<file path="config.mk">
export PLATFORM = sky130hd
export DESIGN_NAME = tmrflg_flags
export DESIGN_NICKNAME = d
export VERILOG_FILES = /design/src/tmrflg_pkg.sv /design/src/tmrflg_flags.sv
export SDC_FILE = /design/constraint.sdc
export NUM_CORES = 1
export LEC_CHECK = 0
export ABC_AREA = 1
export BUFFER_PORTS_ARGS = -buffer_cell sky130_fd_sc_hd__buf_2
export CAP_MARGIN = 20
export CORE_UTILIZATION = 39
export CTS_BUF_LIST = sky130_fd_sc_hd__clkbuf_4 sky130_fd_sc_hd__clkbuf_8
export CTS_CLUSTER_DIAMETER = 150
export DETAILED_ROUTE_END_ITERATION = 10
export GPL_TIMING_DRIVEN = 0
export PLACE_DENSITY = 0.88
export SLEW_MARGIN = 25
export SYNTH_ARGS = -nofsm -noshare
export SYNTH_HDL_FRONTEND = slang
export SYNTH_SLANG_ARGS = --single-unit
</file>
<file path="constraint.sdc">
create_clock -name mclk -period 1.18 [get_ports mclk]
set_input_delay 0.059 -clock mclk [delete_from_list [all_inputs] [get_ports mclk]]
set_output_delay 0.059 -clock mclk [all_outputs]
set_load 0.005 [all_outputs]
</file>
<file path="src/tmrflg_pkg.sv">
// package for the timer 1 event flag register block
// Notes on behaviour
// RL1: capture pin event sets flag bit 5
// RL2: capture-as-top mode: top reach sets capture flag
// RL3: capture vector execution clears capture flag
// RL4: writing one to bit 5 clears it
// RL5: compare B flag bit 2, tick after match
// RL6: forced compare B strobe never sets flag
// RL7: compare B cleared by vector or written one
// RL8: compare A flag bit 1, tick after match
// RL9: forced compare A strobe never sets flag
// RL10: compare A cleared by vector or written one
// RL11: overflow flag bit 0, set per waveform mode
// RL12: overflow cleared by vector or written one
// RL13: data 0x36, io 0x16, resets to zero
// RL14: io address is data address minus 0x20
// RL15: extended range from 0x60 data access only
// RL16: unused bits read zero, zero writes ignored
// RL17: request when flag, enable and global enable
package tmrflg_pkg;
	localparam int unsigned ADDR_W       = 16;
	localparam logic [15:0] FLAGS_DATA_ADDR = 16'h0036;
	localparam logic [15:0] IO_TO_DATA_OFS  = 16'h0020;
	localparam logic [15:0] EXT_IO_BASE     = 16'h0060;
	localparam logic [15:0] IO_SPACE_TOP    = 16'h003f;
	localparam logic [7:0]  FLAGS_RESET     = 8'h00;
	localparam int unsigned CAPTURE_BIT   = 5;
	localparam int unsigned COMPARE_B_BIT = 2;
	localparam int unsigned COMPARE_A_BIT = 1;
	localparam int unsigned WRAP_BIT      = 0;
	localparam logic [3:0]  WGM_NORMAL    = 4'h0;
	localparam logic [3:0]  WGM_CTC_OCRA  = 4'h4;
	localparam logic [3:0]  WGM_CTC_ICR   = 4'hc;
	localparam logic [3:0]  WGM_PFC_ICR   = 4'h8;
	localparam logic [3:0]  WGM_PC_ICR    = 4'ha;
	localparam logic [3:0]  WGM_FAST_ICR  = 4'he;
	localparam logic [3:0]  WGM_PC_8BIT   = 4'h1;
	localparam logic [3:0]  WGM_PC_9BIT   = 4'h2;
	localparam logic [3:0]  WGM_PC_10BIT  = 4'h3;
	localparam logic [3:0]  WGM_PFC_OCRA  = 4'h9;
	localparam logic [3:0]  WGM_PC_OCRA   = 4'hb;

	// counter side events, acted on only with timer clock enable; capture pin synchronised every clock
	typedef struct packed {
		logic        tick;
		logic        capture_input_pin;
		logic        at_top;
		logic        at_bottom;
		logic        at_max;
		logic        match_a;
		logic        match_b;
		logic        force_compare_a_strobe;
		logic        force_compare_b_strobe;
		logic [3:0]  waveform_mode_select;
	} tmrflg_evt_s;

	// cpu register access, io or data space
	typedef struct packed {
		logic              rd;
		logic              wr;
		logic              io_space;
		logic [ADDR_W-1:0] addr;
		logic [7:0]        wdata;
	} tmrflg_bus_s;

	typedef struct packed {
		logic capture_ack;
		logic compare_a_ack;
		logic compare_b_ack;
		logic wrap_ack;
	} tmrflg_ack_s;

	typedef struct packed {
		logic capture_event_flag;
		logic compare_b_flag;
		logic compare_a_flag;
		logic counter_wrap_flag;
		logic pin_sync1;
		logic pin_sync2;
		logic pin_prev;
		logic match_a_pend;
		logic match_b_pend;
		logic [7:0] rdata;
	} tmrflg_state_s;
endpackage : tmrflg_pkg

</file>
<file path="src/tmrflg_flags.sv">
// timer 1 event flag register with vector acknowledges and requests
`timescale 1ns/10ps
`default_nettype none
module tmrflg_flags (
	input  wire logic                mclk,
	input  wire logic                reset_n,
	input  wire tmrflg_pkg::tmrflg_evt_s evt,
	input  wire tmrflg_pkg::tmrflg_bus_s bus,
	input  wire tmrflg_pkg::tmrflg_ack_s ack,
	input  wire logic [3:0]          irq_enable,
	input  wire logic                global_irq_enable,
	output logic [7:0]               rdata,
	output logic                     sel,
	output logic [3:0]               irq_request
);
	import tmrflg_pkg::*;

	tmrflg_state_s s_q;
	tmrflg_state_s s_d;
	logic [15:0]   data_addr;
	logic          hit;
	logic          wr_hit;
	logic          cap_set;
	logic          wrap_set;
	logic          icr_top;
	logic [7:0]    flags_view;

	always_comb begin
		// io instructions see the low window only, rebased by 0x20
		data_addr = bus.addr + IO_TO_DATA_OFS; // see RL14
		if (!bus.io_space) begin
			data_addr = bus.addr;
		end
		// extended range is never reachable by io instructions
		hit = (data_addr == FLAGS_DATA_ADDR)
			&& (!bus.io_space || bus.addr <= IO_SPACE_TOP)
			&& (data_addr < EXT_IO_BASE || !bus.io_space); // see RL13 RL15
		wr_hit = hit && bus.wr;
		icr_top = (evt.waveform_mode_select == WGM_CTC_ICR)
			|| (evt.waveform_mode_select == WGM_PFC_ICR)
			|| (evt.waveform_mode_select == WGM_PC_ICR)
			|| (evt.waveform_mode_select == WGM_FAST_ICR);
		// pin edge only counts when capture register is not top
		cap_set = evt.tick && (icr_top ? evt.at_top
			: (s_q.pin_sync2 && !s_q.pin_prev)); // see RL1 RL2
		unique case (evt.waveform_mode_select)
			WGM_NORMAL, WGM_CTC_OCRA, WGM_CTC_ICR:
				wrap_set = evt.tick && evt.at_max; // see RL11
			WGM_PFC_ICR, WGM_PFC_OCRA, WGM_PC_ICR, WGM_PC_OCRA,
			WGM_PC_8BIT, WGM_PC_9BIT, WGM_PC_10BIT:
				wrap_set = evt.tick && evt.at_bottom;
			default:
				wrap_set = evt.tick && evt.at_top;
		endcase
		flags_view = 8'h00; // see RL16
		flags_view[CAPTURE_BIT]   = s_q.capture_event_flag;
		flags_view[COMPARE_B_BIT] = s_q.compare_b_flag;
		flags_view[COMPARE_A_BIT] = s_q.compare_a_flag;
		flags_view[WRAP_BIT]      = s_q.counter_wrap_flag;

		s_d = s_q;
		s_d.pin_sync1 = evt.capture_input_pin;
		s_d.pin_sync2 = s_q.pin_sync1;
		if (evt.tick) begin
			s_d.pin_prev = s_q.pin_sync2;
			// match seen now, flagged on the next timer tick
			s_d.match_a_pend = evt.match_a
				&& !evt.force_compare_a_strobe; // see RL8 RL9
			s_d.match_b_pend = evt.match_b
				&& !evt.force_compare_b_strobe; // see RL5 RL6
		end
		// clears first so a same-cycle set wins
		if (ack.capture_ack || (wr_hit && bus.wdata[CAPTURE_BIT])) begin
			s_d.capture_event_flag = 1'b0; // see RL3 RL4
		end
		if (ack.compare_b_ack || (wr_hit && bus.wdata[COMPARE_B_BIT])) begin
			s_d.compare_b_flag = 1'b0; // see RL7
		end
		if (ack.compare_a_ack || (wr_hit && bus.wdata[COMPARE_A_BIT])) begin
			s_d.compare_a_flag = 1'b0; // see RL10
		end
		if (ack.wrap_ack || (wr_hit && bus.wdata[WRAP_BIT])) begin
			s_d.counter_wrap_flag = 1'b0; // see RL12
		end
		if (cap_set) begin
			s_d.capture_event_flag = 1'b1;
		end
		if (evt.tick && s_q.match_b_pend) begin
			s_d.compare_b_flag = 1'b1; // see RL5
		end
		if (evt.tick && s_q.match_a_pend) begin
			s_d.compare_a_flag = 1'b1; // see RL8
		end
		if (wrap_set) begin
			s_d.counter_wrap_flag = 1'b1;
		end
		s_d.rdata = (hit && bus.rd) ? flags_view : 8'h00;
	end

	always_ff @(posedge mclk) begin
		if (!reset_n) begin
			s_q <= '0; // see RL13
		end else begin
			s_q <= s_d;
		end
	end

	assign rdata = s_q.rdata;
	assign sel   = hit;
	// index 3 capture, 2 compare b, 1 compare a, 0 wrap
	assign irq_request = {s_q.capture_event_flag, s_q.compare_b_flag,
		s_q.compare_a_flag, s_q.counter_wrap_flag}
		& irq_enable & {4{global_irq_enable}}; // see RL17
endmodule : tmrflg_flags
`default_nettype wire

</file>
==> out/qor.csv <==
stage,metric,value,unit
run_status,status,"finished, violations left",
run_status,failing checks,negative setup slack,
power_and_ir_drop,Cell Pwr Density,713,nW/um2
power_and_ir_drop,switching share of power,0.280,
worst_setup_path,critical path type,input port to output port,
worst_setup_path,"Cell Chain, Critical Path","buf_8, ha_4, nand2_2, nand2_2, nand2_1, nand2_1, nor2_1, nor2_2, nor2_4, and2_4, buf_6",
cells_and_area,layout cell share with drive strength beyond 1,0.419,
place,HPWL Detailed,1870,um
global_route,GRT Total Usage,0.189,
global_route,total gr overflow,0,
clocking,Worst-path clk slew,0.07,ns
yosys,post-synth top area cell,dfxtp_1,
die,Die Wd,52.1,um
clocking,Max Root-Sink Buffers,2,
drt,via/cell ratio,4.49,
timing,setup ws final,-0.0165,ns
worst_setup_path,Worst Setup Start Kind,input port,
timing,RSZ-0062 raised after global routing,true,
clocking,H-tree levels,1,
yosys,Synth Register Bits,13,
worst_setup_path,WP data arrival,1.14,ns
timing,fin crit share,1.01,
power_and_ir_drop,clock share of power,0.291,
global_route,number of global-route vias before repair,982,
drt,DR WL/cell,9.21,um
clocking,CTS root buf,clkbuf_4,
yosys,top cell type's share of synthesized area,0.266,
drt,ANT nets after route,0,
drt,First-pass DRT Iterations,4,
timing,Peak Freq,0.836,GHz
yosys,ranking of synthesized cells by area,"dfxtp_1 27%, nand2_1 17%, nor2_1 11%",
worst_setup_path,crit end category,output port,
power_and_ir_drop,combinational share of power,0.261,
timing,minimum clock period,1.20,ns
power_and_ir_drop,peak supply drop,0.675,mV
die,I/O Pins,64,
yosys,YS warnings,0,
global_route,initial antenna violation count,0,
worst_setup_path,Bufs and invs on worst path,2,
power_and_ir_drop,Sw Pwr,0.000286,W
global_route,global-route wire length before repair,3890,um
die,core area,2280,um2
die,num rows,17,
drt,number of DRC markers in iteration 0,20,
die,starting density of the core,0.429,
drt,Routed WL,2370,um
worst_setup_path,Worst Path Required,1.12,ns
run,max-cap violations,0,
place,number of port buffers,55,
drt,via count,1154,
clocking,Clock Sinks,13,
cells_and_area,fillers,230,
yosys,Syn Inst Count,162,
power_and_ir_drop,internal cell power,0.000734,W
cells_and_area,n_diodes,0,
worst_hold_path,worst min-delay path class,input port to flip-flop,
drt,Residual DRC,0,
worst_setup_path,cell family with most CP delay,simple AND/OR/NAND/NOR gates,
power_and_ir_drop,Flop pwr share,0.448,
clocking,cts bufs inserted,3,
yosys,Synth Area per Inst,6.03,um2
cells_and_area,Final #Nets,282,
global_route,largest net degree at the start of global routing,9,
die,Die Ht,52.1,um
cells_and_area,Layout area overhead,46.4,%
worst_setup_path,worst reg2reg setup slack,0.33,ns
yosys,sequential-to-total area share from yosys stat,0.266,
timing,hold_ws,0.0440,ns
clocking,CTS tree,yes,
timing,skew final,0.000496,ns
place,gpl congestion,0.815,
worst_setup_path,Crit path largest cell delay,0.23,ns
place,pre-CTS WS,-0.223,ns
worst_setup_path,CP Max Fanout,4,
worst_setup_path,slowest CP cell,ha_4,
timing,"Slew Viols, Final",0,
timing,# setup viols final,1,
yosys,number of distinct library cells after synthesis,24,
yosys,Post-Syn Area,977,um2
timing,Final Hold Viols,0,
power_and_ir_drop,Pleak,0.767,nW
clocking,clock insertion delay at the later pin of the skew report,0.28,ns
die,die area,2710,um2
-- state kept, by name, summed over array words and instances (netlist names) --
signal and cells:
s_q 4, flags_view 4, rdata 4, s_d 1
-- power groups by stage --
stage	sequential (W)	clock (W)	combinational, W
2_1_floorplan	0.000466	0	0.000126
3_3_place_gp	0.000467	0	0.000236
3_5_place_dp	0.000468	0	0.000242
4_1_cts	0.000457	0.000307	0.000258
5_1_grt	0.000459	0.000333	0.000299
6_report	0.000457	0.000296	0.000266
-- per-stage QoR --
stage          total power [W]  setup TNS (ns)  cell area, um2   util  instances
2_1_floorplan         0.000592      -0.0000441            1000      -        165
3_3_place_gp          0.000704           -1.27            1310  0.577        248
3_5_place_dp          0.000710           -1.47            1310  0.577        248
4_1_cts                0.00102         -0.0161            1410  0.621        257
5_1_grt                0.00109          -0.188            1430  0.628        257
6_report               0.00102         -0.0165            1430  0.628        257
-- what timing repair did --
item / in CTS / in global routing
resized for setup: 9 / 4
hold endpoints to repair: 1 / 0
buffers inserted: 4 / 0
pin swaps: 9 / 12
endpoints found under the setup margin: 1 / 8
hold buffers: 1 / 0
-- logic make-up (layout without fill, tap and decap cells) --
group | count (synthesis) | in the layout | synth area share
simple gates | 100 | 100 | 0.476
buf+inv | 32 | 96 | 0.154
compound gates | 15 | 15 | 0.0871
flops | 13 | 13 | 0.266
fa+ha+maj | 1 | 1 | 0.0128
other cells | 1 | 4 | 0.00384
-- tightest hold or removal path, stage by stage --
cell and delay, ns:
buf_2 0.08, nor2_1 0.04, nand2_1 0.06, a21oi_1 0.05
-- synthesized netlist by cell type --
cell / n
a21oi_1: 9
a31oi_1: 1
and2_4: 1
buf_4: 8
clkinv_1: 1
conb_1: 1
dfxtp_1: 13
ha_1: 1
inv_1: 22
inv_2: 1
nand2_1: 45
nand2_2: 5
nand3_1: 3
nand3_4: 1
nand4_1: 4
nor2_1: 29
nor2_2: 7
nor2_4: 3
o21ai_0: 1
o21ai_1: 1
o22ai_1: 1
o311ai_0: 2
or2_1: 1
or2_2: 1
-- metal layers --
metal,up-vias,GRT usage,share of wire
met5,-,0,0
li1,621,-,-
met2,36,0.340,0.51
met4,0,0.0270,0.0042
met3,2,0.0409,0.057
met1,495,0.232,0.42
-- worst paths after layout --
kind                                      to  depth (start not counted)                from
setup / recovery                         sel                         11             bus[13]
hold / removal    flags_view[0]$_SDFFE_PN0P_                          4              ack[0]
setup reg to reg  flags_view[5]$_SDFFE_PN0P_                          4  s_q[11]$_SDFF_PN0_
hold reg to reg           s_q[11]$_SDFF_PN0_                          2  s_d[11]$_SDFF_PN0_
-- placed cells by master (no fill, tap or decap) --
cell type,Yosys,layout
dfxtp_1,13,13
buf_6,0,1
nand2_4,0,1
and2_4,1,1
o21ai_1,1,1
o22ai_1,1,1
ha_4,0,1
o311ai_0,2,2
buf_2,0,52
inv_1,22,22
nor2_1,29,27
dlygate4sd3_1,0,1
clkinv_1,1,1
a21oi_1,9,9
nand3_1,3,3
nor2_4,3,4
conb_1,1,4
a31oi_1,1,1
or2_2,1,1
o21ai_0,1,1
nand2_2,5,7
nor2_2,7,8
clkbuf_4,0,4
inv_2,1,1
nand2_1,45,42
buf_8,0,2
nand4_1,4,4
or2_1,1,1
nand3_4,1,1
buf_4,8,12
-- final cells by class --
type                    instances  area [um2]  area share
multi-input cells             120         613       0.429
repair buffers                 60         342       0.239
flip-flops and latches         13         260       0.182
inverters                      24        90.1      0.0630
plain buffers                   8        60.1      0.0420
well taps                      28        35.0      0.0245
clock buffers                   4        30.0      0.0210
Power figures use the tool's default switching activity.
